--- src/ptp_trig_pkg.sv ---
/*
 * Constants for one precision-time trigger output unit: register
 * offsets, field positions, reset values and selector codes.
 * Assumes a 16-bit register port with byte offsets as printed.
 */
package ptp_trig_pkg;

  // Register offsets on the 16-bit register port.
  localparam logic [15:0] OFS_OUTPUT_UNIT_ENABLE     = 16'h0206;
  localparam logic [15:0] OFS_OUTPUT_UNIT_SOFT_RESET = 16'h0208;
  localparam logic [15:0] OFS_TGT_NS_LOW             = 16'h0220;
  localparam logic [15:0] OFS_TGT_NS_HIGH            = 16'h0222;
  localparam logic [15:0] OFS_TGT_SEC_LOW            = 16'h0224;
  localparam logic [15:0] OFS_TGT_SEC_HIGH           = 16'h0226;
  localparam logic [15:0] OFS_CONFIG_FIRST           = 16'h0228;

  // Bit of this unit inside the shared enable and soft reset words.
  localparam int unsigned UNIT_BIT = 0;

  // Nanosecond high word carries 14 writable bits.
  localparam int unsigned NS_HIGH_BITS = 14;

  // Field positions inside the first configuration word.
  localparam int unsigned CFG_CASCADE_BIT = 15;
  localparam int unsigned CFG_TAIL_BIT    = 14;
  localparam int unsigned CFG_UP_MSB      = 13;
  localparam int unsigned CFG_UP_LSB      = 10;
  localparam int unsigned CFG_NOW_BIT     = 9;

  // Reset values.
  localparam logic [15:0] TGT_RESET = 16'h0000;
  localparam logic [15:0] CFG_RESET = 16'h3c00;

  // Upstream selector: codes from this value upward select nothing.
  localparam logic [3:0] UP_CODE_UNUSED = 4'hc;

  // Number of trigger output units in the device.
  localparam int unsigned UNIT_COUNT = 12;

  // Unit control state.
  typedef enum logic [0:0] {
    ST_IDLE  = 1'b0,
    ST_ARMED = 1'b1
  } unit_state_type;

endpackage : ptp_trig_pkg

--- src/ptp_trigger_target_cascade.sv ---
/*
 * Target-time compare and cascade control of trigger output unit 1.
 * Assumes a synchronous 16-bit register port, a system time that is
 * stable in the clock domain, and fire pulses from the other units.
 */
// Contract
// - Nanoseconds target: 16 low, 14 high bits.
// - Seconds target held as two 16-bit words.
// - Bit 15 joins unit to cascade chain.
// - Bit 14 marks unit as chain tail.
// - All cascaded, no tail: loop forever.
// - Bits 13:10 select upstream unit, default 0xf.
// - Bit 9 set: fire at once if late.
// - Bit 9 clear: wait for target time.
// - Enable self-clears after the trigger fires.
// - Soft reset restores defaults, halts cascade.
`timescale 1ns/1ps

module ptp_trigger_target_cascade (
  // Clock and reset.
  input  wire logic        clk_sys_i,
  input  wire logic        rstn_i,
  // Register port.
  input  wire logic [15:0] reg_addr_i,
  input  wire logic        reg_wr_i,
  input  wire logic        reg_rd_i,
  input  wire logic [15:0] reg_wdata_i,
  output logic      [15:0] reg_rdata_o,
  // System time clock.
  input  wire logic [31:0] sys_sec_i,
  input  wire logic [29:0] sys_ns_i,
  // Cascade neighbours: fire pulses of units 1..12, state of 2..12.
  input  wire logic [11:0] upstream_fire_i,
  input  wire logic [10:0] peer_cascade_i,
  input  wire logic [10:0] peer_tail_i,
  // Unit outputs.
  output logic             trig_fire_o,
  output logic             unit_enable_o,
  output logic             loop_forever_o
);

  // True when the system time is at or past the target time.
  function automatic logic time_reached(input logic [31:0] s,
                                        input logic [29:0] n,
                                        input logic [31:0] ts,
                                        input logic [29:0] tn);
    time_reached = {s, n} >= {ts, tn};
  endfunction : time_reached

  // Target words, configuration word and unit state.
  logic [15:0] ns_low_q,  ns_low_d;
  logic [13:0] ns_high_q, ns_high_d;
  logic [15:0] sec_low_q, sec_low_d;
  logic [15:0] sec_high_q, sec_high_d;
  logic [15:0] cfg_q,     cfg_d;
  logic        srst_q,    srst_d;    // Self-clearing soft reset.
  logic        reached_q, reached_d; // Compare result last cycle.
  logic        fire_q,    fire_d;
  logic        loop_q,    loop_d;
  logic [15:0] rdata_q,   rdata_d;
  ptp_trig_pkg::unit_state_type state_q, state_d;

  // Decoded helpers.
  logic [31:0] tgt_sec;      // Combined seconds target.
  logic [29:0] tgt_ns;       // Combined nanoseconds target.
  logic        reached;      // Compare result this cycle.
  logic        fire;         // Unit fires this cycle.
  logic [3:0]  up_sel;       // Upstream selector code.
  logic        up_fire;      // Selected upstream unit fired.
  logic        wr_enable;    // Enable word written.

  assign tgt_sec = {sec_high_q, sec_low_q};
  assign tgt_ns  = {ns_high_q, ns_low_q};
  assign reached = time_reached(sys_sec_i, sys_ns_i, tgt_sec, tgt_ns);
  assign up_sel  = cfg_q[ptp_trig_pkg::CFG_UP_MSB:ptp_trig_pkg::CFG_UP_LSB];
  assign wr_enable = reg_wr_i &&
                     (reg_addr_i == ptp_trig_pkg::OFS_OUTPUT_UNIT_ENABLE);

  // Codes at and above the unused boundary select no unit at all.
  always_comb begin
    up_fire = 1'b0;
    if (up_sel < ptp_trig_pkg::UP_CODE_UNUSED) begin
      up_fire = upstream_fire_i[up_sel];
    end
  end

  // Fire decision. With the now bit a late target fires at once;
  // without it only a crossing of the target counts, so a target that
  // is already past when armed waits rather than firing.
  always_comb begin
    fire = 1'b0;
    if (state_q == ptp_trig_pkg::ST_ARMED) begin
      if (cfg_q[ptp_trig_pkg::CFG_NOW_BIT]) begin
        fire = reached;
      end else begin
        fire = reached && !reached_q;
      end
    end
  end

  // Register writes, soft reset and unit state.
  always_comb begin
    ns_low_d   = ns_low_q;
    ns_high_d  = ns_high_q;
    sec_low_d  = sec_low_q;
    sec_high_d = sec_high_q;
    cfg_d      = cfg_q;
    state_d    = state_q;
    srst_d     = 1'b0;
    reached_d  = reached;
    fire_d     = fire;
    if (reg_wr_i) begin
      case (reg_addr_i)
        ptp_trig_pkg::OFS_TGT_NS_LOW:   ns_low_d = reg_wdata_i;
        ptp_trig_pkg::OFS_TGT_NS_HIGH: begin
          // The two reserved top bits are dropped here and read as zero.
          ns_high_d =
            reg_wdata_i[ptp_trig_pkg::NS_HIGH_BITS-1:0];
        end
        ptp_trig_pkg::OFS_TGT_SEC_LOW: sec_low_d = reg_wdata_i;
        ptp_trig_pkg::OFS_TGT_SEC_HIGH: begin
          sec_high_d = reg_wdata_i;
        end
        ptp_trig_pkg::OFS_CONFIG_FIRST: cfg_d = reg_wdata_i;
        ptp_trig_pkg::OFS_OUTPUT_UNIT_SOFT_RESET: begin
          srst_d = reg_wdata_i[ptp_trig_pkg::UNIT_BIT];
        end
        default: begin
          // Other offsets belong to other blocks or hold nothing.
        end
      endcase
    end
    // Enable clears itself on fire; a set in the same cycle wins.
    case (state_q)
      ptp_trig_pkg::ST_IDLE: begin
        if (cfg_q[ptp_trig_pkg::CFG_CASCADE_BIT] && up_fire) begin
          state_d = ptp_trig_pkg::ST_ARMED;
        end
      end
      ptp_trig_pkg::ST_ARMED: begin
        if (fire) begin
          state_d = ptp_trig_pkg::ST_IDLE;
        end
      end
      default: state_d = ptp_trig_pkg::ST_IDLE;
    endcase
    if (wr_enable) begin
      state_d = reg_wdata_i[ptp_trig_pkg::UNIT_BIT]
                ? ptp_trig_pkg::ST_ARMED : ptp_trig_pkg::ST_IDLE;
    end
    // Soft reset acts in the cycle after its write and beats all else.
    if (srst_q) begin
      ns_low_d   = ptp_trig_pkg::TGT_RESET;
      ns_high_d  = ptp_trig_pkg::TGT_RESET[13:0];
      sec_low_d  = ptp_trig_pkg::TGT_RESET;
      sec_high_d = ptp_trig_pkg::TGT_RESET;
      cfg_d      = ptp_trig_pkg::CFG_RESET;
      state_d    = ptp_trig_pkg::ST_IDLE;
      fire_d     = 1'b0;
    end
  end

  // Endless chain: every unit cascaded and none marked as tail. The
  // iteration counter outside reads this flag and stops counting.
  always_comb begin
    loop_d = cfg_q[ptp_trig_pkg::CFG_CASCADE_BIT] &&
             !cfg_q[ptp_trig_pkg::CFG_TAIL_BIT] &&
             (&peer_cascade_i) && !(|peer_tail_i) && !srst_q;
  end

  // Read data is captured on the read strobe, one cycle later.
  always_comb begin
    rdata_d = rdata_q;
    if (reg_rd_i) begin
      case (reg_addr_i)
        ptp_trig_pkg::OFS_TGT_NS_LOW:   rdata_d = ns_low_q;
        ptp_trig_pkg::OFS_TGT_NS_HIGH: begin
          rdata_d = {2'h0, ns_high_q};
        end
        ptp_trig_pkg::OFS_TGT_SEC_LOW:  rdata_d = sec_low_q;
        ptp_trig_pkg::OFS_TGT_SEC_HIGH: rdata_d = sec_high_q;
        ptp_trig_pkg::OFS_CONFIG_FIRST: rdata_d = cfg_q;
        ptp_trig_pkg::OFS_OUTPUT_UNIT_ENABLE: begin
          rdata_d = {15'h0000, state_q == ptp_trig_pkg::ST_ARMED};
        end
        default: rdata_d = 16'h0000; // Soft reset reads zero.
      endcase
    end
  end

  // All state registers on one edge.
  always_ff @(posedge clk_sys_i) begin
    if (!rstn_i) begin
      ns_low_q   <= ptp_trig_pkg::TGT_RESET;
      ns_high_q  <= ptp_trig_pkg::TGT_RESET[13:0];
      sec_low_q  <= ptp_trig_pkg::TGT_RESET;
      sec_high_q <= ptp_trig_pkg::TGT_RESET;
      cfg_q      <= ptp_trig_pkg::CFG_RESET;
      state_q    <= ptp_trig_pkg::ST_IDLE;
      srst_q     <= 1'b0;
      reached_q  <= 1'b0;
      fire_q     <= 1'b0;
      loop_q     <= 1'b0;
      rdata_q    <= 16'h0000;
    end else begin
      ns_low_q   <= ns_low_d;
      ns_high_q  <= ns_high_d;
      sec_low_q  <= sec_low_d;
      sec_high_q <= sec_high_d;
      cfg_q      <= cfg_d;
      state_q    <= state_d;
      srst_q     <= srst_d;
      reached_q  <= reached_d;
      fire_q     <= fire_d;
      loop_q     <= loop_d;
      rdata_q    <= rdata_d;
    end
  end

  assign reg_rdata_o    = rdata_q;
  assign trig_fire_o    = fire_q;
  assign unit_enable_o  = (state_q == ptp_trig_pkg::ST_ARMED);
  assign loop_forever_o = loop_q;
endmodule : ptp_trigger_target_cascade

--- config.mk ---
export PLATFORM = sky130hd
export DESIGN_NAME = ptp_trigger_target_cascade
export DESIGN_NICKNAME = d
export VERILOG_FILES = /design/src/ptp_trig_pkg.sv /design/src/ptp_trigger_target_cascade.sv
export SDC_FILE = /design/constraint.sdc
export NUM_CORES = 1
export LEC_CHECK = 0
export BUFFER_PORTS_ARGS = -buffer_cell sky130_fd_sc_hd__buf_2
export CAP_MARGIN = 10
export CORE_MARGIN = 2
export CORE_UTILIZATION = 45
export CTS_CLUSTER_DIAMETER = 150
export CTS_CLUSTER_SIZE = 28
export DETAILED_ROUTE_END_ITERATION = 7
export PLACE_DENSITY_LB_ADDON = 0.05
export SLEW_MARGIN = 5
export SYNTH_ARGS = -nofsm -noshare
export SYNTH_HDL_FRONTEND = slang
export SYNTH_SLANG_ARGS = --single-unit
--- constraint.sdc ---
create_clock -name clk_sys_i -period 3.1 [get_ports clk_sys_i]
set_clock_uncertainty 0.05 [all_clocks]
set_input_delay 0.155 -clock clk_sys_i [delete_from_list [all_inputs] [get_ports clk_sys_i]]
set_output_delay 0.155 -clock clk_sys_i [all_outputs]
set_load 0.01 [all_outputs]
==> results of run 1 <==
## logic make-up (layout without fill, tap and decap cells)
family	after synthesis	in the layout	share of synthesized area, %
AO/OA/AOI/OAI	181	181	19.5
adder cells (fa/ha/maj)	62	62	13.5
buffers and inverters	98	245	7.04
flip-flops	99	99	34.6
multiplexers	16	16	3.45
AND/OR/NAND/NOR	261	261	21.8
## Yosys cell counts (all sizes together), types with 2 or more instances
cell type / count / share of area (%)
a22oi: 21 / 2.8
nand3b: 4 / 0.52
a22o: 15 / 2.3
dfxtp: 99 / 35
and2: 4 / 0.46
nand4: 15 / 1.6
and4: 4 / 0.61
a31oi: 2 / 0.22
nor4: 12 / 1.7
clkbuf: 16 / 1.1
ha: 62 / 14
a21boi: 2 / 0.26
nor2: 27 / 1.8
nor3: 7 / 0.96
buf: 13 / 1.4
mux2i: 13 / 2.3
inv: 69 / 4.5
a21o: 2 / 0.26
nor2b: 5 / 0.55
a222oi: 13 / 2.3
nand2b: 3 / 0.33
nor4b: 3 / 0.83
nand3: 6 / 0.61
nand4b: 2 / 0.31
a21oi: 97 / 8.5
nand2: 165 / 11
mux4: 3 / 1.2
o21ai: 21 / 1.8
## report_power, final
part | internal [uW] | switching (uW)
logic | 121 | 149
clock network | 632 | 522
registers | 1270 | 0.605
## stage by stage
| stage | instances | setup slack, ps | total power [uW] |
|---|---|---|---|
| 6_report | 1036 | 316 | 2700 |
| 5_1_grt | 1036 | 115 | 2800 |
| 4_1_cts | 1036 | 300 | 2710 |
| 3_5_place_dp | 1020 | 319 | 1570 |
| 3_3_place_gp | 1020 | 319 | 1560 |
| 2_1_floorplan | 717 | 1080 | 1420 |
## worst paths after layout
| path | from | end | slack (ps) | depth (start not counted) |
|---|---|---|---|---|
| hold / removal | reg_wdata_i[15] | ns_low_q[15] | 30 | 3 |
| hold reg to reg | ns_high_q[3] | ns_high_q[3] | 420 | 2 |
| setup / recovery | sec_high_q[11] | unit_enable_o | 320 | 8 |
| setup reg to reg | sec_high_q[11] | unit_enable_o | 320 | 8 |
## per-layer routing
metal	vias to the layer above	routed length [um]	GRT usage [%]
li1	2815	-	-
met1	2641	7740	34.8
met2	208	8860	45.4
met3	27	1070	5.05
met4	0	444	8.47
met5	-	0	0
## sequential cells by signal (all words and copies together) (netlist names), 14 cells and up
signal       cells
cfg_q           16
ns_low_q        16
reg_rdata_o     16
sec_high_q      16
sec_low_q       16
ns_high_q       14
## critical path: stages, from the launching register on
cell	delay [ps]
dfxtp_1	370
inv_1	60
ha_1	310
nand4_1	170
nor4_1	750
o21ai_0	190
o211ai_1	320
nor4_1	180
a211o_1	280
## area by class of cell
type                       instances  area, um2  share of cell area [%]
clock buffer                       9        225                    3.25
clock inverter                     7       77.6                    1.12
inverter                          69        259                    3.74
multi-input combinational        520       3340                    48.3
sequential                        99       1980                    28.6
tap                              172        215                    3.11
timing repair buffer             160        826                    11.9
==> qor.yml, run 1 <==
status: "completed"
wirelength_mm: 18.1
hold_violations: 0
leakage_uw: 0.00284
layout.cells.most_common: "nand2_1"
ant_nets: 0
utilization_pct: 55.3
synth_warnings: 0
antenna_found_initial: 0
place_congestion: 0.831
drt-pass1-iter-count: 6
viasPerCell: 5.49
powerDensity_nw_per_um2: 389
synth_area_per_cell_um2: 7.99
fin_crit_ps: 2780
syn2layout_area_growth_pct: 21.0
rsz0062_at_grt: "no"
fin_setup_tns_ps: 0
die_x_um: 117
critPathArrivalTime_ps: 2980
nets: 1053
syn-num-nets: 911
yosysUniqueCellTypes: 52
stdcell_area_um2: 6930
clk_latency_ps: 350
hpwl_mm: 13.9
path_class: "flip-flop to flip-flop"
synth_edf_count: 0
clockRootBuffer: "clkbuf_16"
synthArstFlopShare_pct: 0
numCtsBuffers: 9
grt_max_degree: 42
min_path_type: "primary input to flip-flop"
grt_usage_pct: 26.8
cts_resized: 0
die_h_um: 117
routedWlPerCell_um: 17.5
nFillCells: 1261
cts_buffer_depth: 2
num_vias: 5691
cp_max_fo: 4
period_share_pct: 89.8
tightest_slew_ps: 837
cts.htree.levels: 3
start_util_pct: 45.7
syn_inst: 717
grt_pass1_wl_mm: 27.7
layout-drive-gt1-share_pct: 22.3
grt_pass1_vias: 5340
timing.hold.ws_ps: 33.4
max_freq_ghz: 0.359
worstSetupStartpointType: "flip-flop"
cts_setup_buffers: 0
port_buffers: 150
core-area_um2: 12500
antennaDiodeCount: 0
crit_path_end_kind: "flip-flop"
ios: 151
dpl_cell_area_um2: 6630
slew_headroom_pct: 43.7
ys_ff_latch: 99
tritoncts: "built"
synth_flop_cell: "dfxtp_1"
num_rows: 41
cts_sinks: 99
final_cell_mix: "164 x nand2_1, 150 x buf_2, 99 x dfxtp_1"
syn_area_um2: 5730
yosysSeqAreaShare_pct: 34.6
cap_viol_max_count: 0
setup_viol: 0
final_max_slew_viol_count: 0
cp.required_ps: 3300
ctsHoldBuffers: 0
drcViolationCount: 0
dieArea_um2: 13600
drtIter0Drc: 480
gr-total-overflow: 0
cts.clk_slew.worst_paths_ps: 70
ir_drop_mv: 0.401
Note: power is estimated with default switching activity, not from simulation.
==> run 2: changes to the inputs <==
--- a/config.mk
+++ b/config.mk
@@ -9,6 +9,7 @@
 export CAP_MARGIN = 10
 export CORE_MARGIN = 2
 export CORE_UTILIZATION = 45
+export CTS_BUF_LIST = sky130_fd_sc_hd__clkbuf_2
 export CTS_CLUSTER_DIAMETER = 150
 export CTS_CLUSTER_SIZE = 28
 export DETAILED_ROUTE_END_ITERATION = 7
==> run 2 against run 1 <==
Final area rose by 1.7%. Register-to-register slack barely moved. Routed wire length rose by 1.9%. Die area did not move. Non-clock buffer count rose by 30. Critical path type unchanged.
==> qor.yml, run 2 (same netlist as run 1, synthesis figures left out) <==
status: "completed"
viasPerCell: 5.50  # +0.21%
path_class: "flip-flop to flip-flop"
ff2ff_path_depth: 8  # unchanged
gr-total-overflow: 0  # unchanged
cts_sinks: 99  # unchanged
clk_latency_ps: 640  # +290 ps
max_freq_ghz: 0.360  # +0.16%
drtIter0Drc: 538  # +12%
min_path_type: "primary input to flip-flop"
drcViolationCount: 0  # unchanged
grt_max_degree: 42  # unchanged
timing.hold.ws_ps: 38.0  # +4.57 ps
die_x_um: 117  # unchanged
layout-drive-gt1-share_pct: 21.6  # -0.75 points
hold_violations: 0  # unchanged
final_max_slew_viol_count: 0  # unchanged
path_depth: 8  # unchanged
cts.clk_slew.worst_paths_ps: 280  # +210 ps
layout.cells.most_common: "nand2_1"
cts_setup_buffers: 0  # unchanged
syn2layout_area_growth_pct: 23.1
cp.required_ps: 3670  # +370 ps
crit_end: "unit_enable_o"
fin_setup_tns_ps: 0  # unchanged
startpoint: "sec_high_q[3]"
r2r_slack_ps: 320  # about the same
final_cell_mix: "164 x nand2_1, 150 x buf_2, 99 x dfxtp_1"
cap_viol_max_count: 0  # unchanged
num_vias: 5868  # +3.1%
regToRegEndpoint: "unit_enable_o"
nets: 1083  # +2.8%
tritoncts: "built"
ir_drop_mv: 0.297  # -26%
crit_slowest_cell: "nor4_1"
core-area_um2: 12500  # unchanged
cts_buffer_depth: 2  # unchanged
setup_viol: 0  # unchanged
clockRootBuffer: "clkbuf_2"
drt-pass1-iter-count: 6  # unchanged
worstSetupStartpointType: "flip-flop"
place_congestion: 0.831  # unchanged
ios: 151  # unchanged
leakage_uw: 0.00290  # +2.2%
start_util_pct: 45.7  # unchanged
crit_path_end_kind: "flip-flop"
dieArea_um2: 13600  # unchanged
nFillCells: 1261  # unchanged
wirelength_mm: 18.5  # +1.9%
cpPeakStageDelay_ps: 700  # -50 ps
dpl_cell_area_um2: 6630  # unchanged
cp_max_fo: 3  # -1
rsz0062_at_grt: "no"
critPathArrivalTime_ps: 3340  # +360 ps
antennaDiodeCount: 0  # unchanged
powerDensity_nw_per_um2: 319  # -18%
slew_headroom_pct: 41.3  # -2.3 points
hpwl_mm: 13.9  # unchanged
antenna_found_initial: 0  # unchanged
routedWlPerCell_um: 17.3  # -0.95%
grt_usage_pct: 27.3  # +0.43 points
cts.htree.levels: 3  # unchanged
path_buf_inv: 1  # unchanged
stdcell_area_um2: 7050  # +1.7%
die_h_um: 117  # unchanged
r2r-start: "sec_high_q[3]"
fin_crit_ps: 2780  # -4.45 ps
grt_pass1_wl_mm: 28.0  # +1.2%
grt_pass1_vias: 5474  # +2.5%
cp_top_family: "compound AO/OA/AOI/OAI gates"
tightest_slew_ps: 872  # +34.4 ps
numCtsBuffers: 9  # unchanged
path_cells: "inv_1 > ha_1 > a21oi_1 > o21ai_0 > a2111oi_0 > o211ai_1 > nor4_1 > a211o_1"
num_rows: 41  # unchanged
utilization_pct: 56.3  # +0.96 points
ant_nets: 0  # unchanged
period_share_pct: 89.7  # -0.14 points
port_buffers: 150  # unchanged
## run 2: changes by cell type in the layout (fill, tap and decap cells not counted)
cell,delta
dlygate4sd3_1,+30
clkbuf_16,-9
clkbuf_2,+9
## run 2: layer usage
layer	wire length (um)	GRT usage (%)
met2	8990	45.9
met3	1110	5.15
met4	638	11.0
met1	7720	34.6
met5	0	0
## run 2: power by group
group / total [uW] / internal (uW) / leakage [uW] / switching (uW)
combinational: 296 / 142 / 0.00203 / 154
clock: 675 / 193 / 0.0000725 / 482
sequential: 1280 / 1280 / 0.000798 / 0.616
total: 2250 / 1610 / 0.00290 / 637
## run 2: cell type report
cell class,instances,area (um2),area share (%)
multi-input cells,520,3340,47.4
flip-flops and latches,99,1980,28.1
repair buffers,190,1130,16.0
inverters,69,259,3.67
well taps,172,215,3.05
clock inverters,7,77.6,1.10
clock buffers,9,45.0,0.639
## run 2: tightest hold or removal path: cells and delay by family
family | cells | cell delay [ps]
AOI/OAI and AO/OA | 1 | 210
buffers and inverters | 1 | 130
and+or+nand+nor | 2 | 230
## run 2: timing repair
item                                   in CTS  in global routing
endpoints found under the hold margin      89                  0
hold buffers                               30                  0
setup endpoints to repair                   0                  0
gates resized for setup                     0                  0
## run 2: worst min-delay path by stage
stage | from | to | slack, ps | depth (start not counted)
2_1_floorplan | rstn_i | reached_q | 230 | 1
6_report | reg_addr_i[1] | unit_enable_o | 40 | 4
4_1_cts | reg_addr_i[1] | unit_enable_o | 20 | 4
5_1_grt | reg_addr_i[10] | unit_enable_o | 40 | 5
3_5_place_dp | reg_wdata_i[15] | sec_low_q[15] | 400 | 3
3_3_place_gp | reg_wdata_i[15] | sec_low_q[15] | 400 | 3
## run 2: per-stage QoR
stage                     setup slack [ps]  power [uW]  cells
after floorplan                       1080        1420    717
after global placement                 319        1560   1020
after detailed placement               319        1570   1020
after CTS                              286        2260   1066
after global routing                  81.2        2340   1066
final                                  321        2250   1066
==> run 3: changes to the inputs <==
--- a/config.mk
+++ b/config.mk
@@ -14,6 +14,7 @@
 export CTS_CLUSTER_SIZE = 28
 export DETAILED_ROUTE_END_ITERATION = 7
 export PLACE_DENSITY_LB_ADDON = 0.05
+export REMOVE_ABC_BUFFERS = 1
 export SLEW_MARGIN = 5
 export SYNTH_ARGS = -nofsm -noshare
 export SYNTH_HDL_FRONTEND = slang
==> run 3 against run 2 <==
Final area is 0.11% lower. Die area stayed put. Worst hold slack better by 35 ps. First-iteration DRC count is 14% higher. Cell count hardly changed. Sequential share of layout area hardly changed. Setup slack better by 170 ps. Highest routed layer unchanged.
==> qor.yml, run 3 (same netlist as run 1, synthesis figures left out) <==
antennaDiodeCount: 0  # unchanged
hp-start: "reg_addr_i[1]"
die_x_um: 117  # unchanged
worstSetupStartpointType: "flip-flop"
ctsHoldBuffers: 29  # -3.3%
fin_crit_ps: 2610  # -167 ps
drcViolationCount: 0  # unchanged
status: "completed"
cts_sinks: 99  # unchanged
grt_pass1_vias: 5623  # +2.7%
tightest_slew_ps: 878  # +5.83 ps
r2r-start: "sec_high_q[3]"
numCtsBuffers: 9  # unchanged
core-area_um2: 12500  # unchanged
hold_path_end: "unit_enable_o"
fin_setup_tns_ps: 0  # unchanged
setup_viol: 0  # unchanged
timing.hold.ws_ps: 73.2  # +35.2 ps
start_util_pct: 45.7  # unchanged
regToRegEndpoint: "unit_enable_o"
ir_drop_mv: 0.351  # +18%
min_path_cells: 4  # unchanged
cp_max_fo: 3  # unchanged
syn2layout_area_growth_pct: 23.0
tritoncts: "built"
gr-total-overflow: 0  # unchanged
drt-pass1-iter-count: 8  # +2
final_max_slew_viol_count: 0  # unchanged
max_freq_ghz: 0.383  # +6.4%
crit_slowest_cell: "a2111oi_0"
wirelength_mm: 19.3  # +4.3%
period_share_pct: 84.3  # -5.4 points
min_path_type: "primary input to flip-flop"
nFillCells: 1266  # +0.40%
die_h_um: 117  # unchanged
grt_pass1_wl_mm: 29.0  # +3.6%
ios: 151  # unchanged
dieArea_um2: 13600  # unchanged
powerDensity_nw_per_um2: 316  # -1.2%
ant_nets: 0  # unchanged
nets: 1084  # +0.092%
num_rows: 41  # unchanged
place_congestion: 0.906  # +9.0%
grt_usage_pct: 28.3  # +1.0 points
cp.required_ps: 3650  # -20 ps
grt_max_degree: 74  # +76%
critPathArrivalTime_ps: 3160  # -180 ps
port_buffers: 150  # unchanged
leakage_uw: 0.00291  # +0.25%
crit_path_end_kind: "flip-flop"
cts.clk_slew.worst_paths_ps: 270  # about the same
layout.cells.most_common: "nand2_1"
clk_latency_ps: 620  # -20 ps
cts_setup_buffers: 0  # unchanged
num_vias: 5976  # +1.8%
layout-drive-gt1-share_pct: 21.6  # -0.024 points
viasPerCell: 5.60  # +1.7%
cts_buffer_depth: 2  # unchanged
path_cells: "inv_1 > ha_1 > a21oi_1 > o21ai_0 > a2111oi_0 > o211ai_1 > nor4_1 > a211o_1"
cts_resized: 0  # unchanged
dpl_cell_area_um2: 6630  # +0.11%
hpwl_mm: 13.7  # -1.2%
r2r_slack_ps: 490  # +170 ps
cpPeakStageDelay_ps: 570  # -130 ps
hold_violations: 0  # unchanged
antenna_found_initial: 0  # unchanged
routedWlPerCell_um: 18.0  # +4.2%
rsz0062_at_grt: "no"
final_cell_mix: "164 x nand2_1, 150 x buf_2, 99 x dfxtp_1"
drtIter0Drc: 612  # +14%
path_class: "flip-flop to flip-flop"
cts.htree.levels: 3  # unchanged
ff2ff_path_depth: 8  # unchanged
stdcell_area_um2: 7040  # -0.11%
slew_headroom_pct: 41.3  # about the same
cap_viol_max_count: 0  # unchanged
clockRootBuffer: "clkbuf_2"
[run 3: cell types whose count changed in the layout (fill, tap and decap cells not counted)]
cell,before,now
buf_4,10,11
clkbuf_2,9,11
clkinv_1,0,1
clkinv_2,1,2
clkinv_4,3,0
clkinvlp_4,1,0
[run 3: through the flow]
| stage | worst slack [ps] | total power [uW] | std cells | utilization [%] |
|---|---|---|---|---|
| 3_5_place_dp | 580 | 1570 | 1021 | 53.0 |
| 3_3_place_gp | 581 | 1560 | 1021 | 53.0 |
| 4_1_cts | 507 | 2230 | 1066 | 56.2 |
| 2_1_floorplan | 863 | 1410 | 688 | - |
| 6_report | 488 | 2220 | 1067 | 56.2 |
| 5_1_grt | 231 | 2310 | 1067 | 56.2 |
[run 3: worst max path at each step]
stage / start / end / slack, ps / cells after the start
after global routing: sec_high_q[14] / unit_enable_o / 230 / 8
after floorplan: srst_q / loop_forever_o / 860 / 3
after CTS: sec_high_q[3] / unit_enable_o / 510 / 8
after detailed placement: sec_high_q[14] / unit_enable_o / 580 / 8
final: sec_high_q[3] / unit_enable_o / 490 / 8
after global placement: sec_high_q[3] / trig_fire_o / 580 / 8
[run 3: power breakdown]
| group | internal (uW) | switching [uW] |
|---|---|---|
| Clock | 191 | 457 |
| Combinational | 141 | 153 |
| Sequential | 1280 | 0.461 |
| Total | 1610 | 611 |
[run 3: layer usage]
layer | global-route usage [%] | up-vias | routed length (um)
met4 | 10.8 | 0 | 582
met1 | 36.6 | 2782 | 8140
li1 | - | 2868 | -
met3 | 6.28 | 41 | 1540
met2 | 46.2 | 285 | 8990
met5 | 0 | - | 0
[run 3: area by class of cell]
| cell class | count | area, um2 | area share [%] |
|---|---|---|---|
| clock buffers | 11 | 55.1 | 0.782 |
| clock inverters | 5 | 52.6 | 0.746 |
| inverters | 69 | 259 | 3.68 |
| repair buffers | 191 | 1130 | 16.1 |
| well taps | 172 | 215 | 3.06 |
| multi-input cells | 520 | 3340 | 47.5 |
| flip-flops and latches | 99 | 1980 | 28.1 |
[run 3: critical path, delay by kind of cell, from the launching register on]
family                     cells  cell delay [ps]
buffers and inverters          1               50
and+or+nand+nor                1              450
AOI/OAI and AO/OA              5             1320
adders and majority gates      1              300
DFF                            1              420
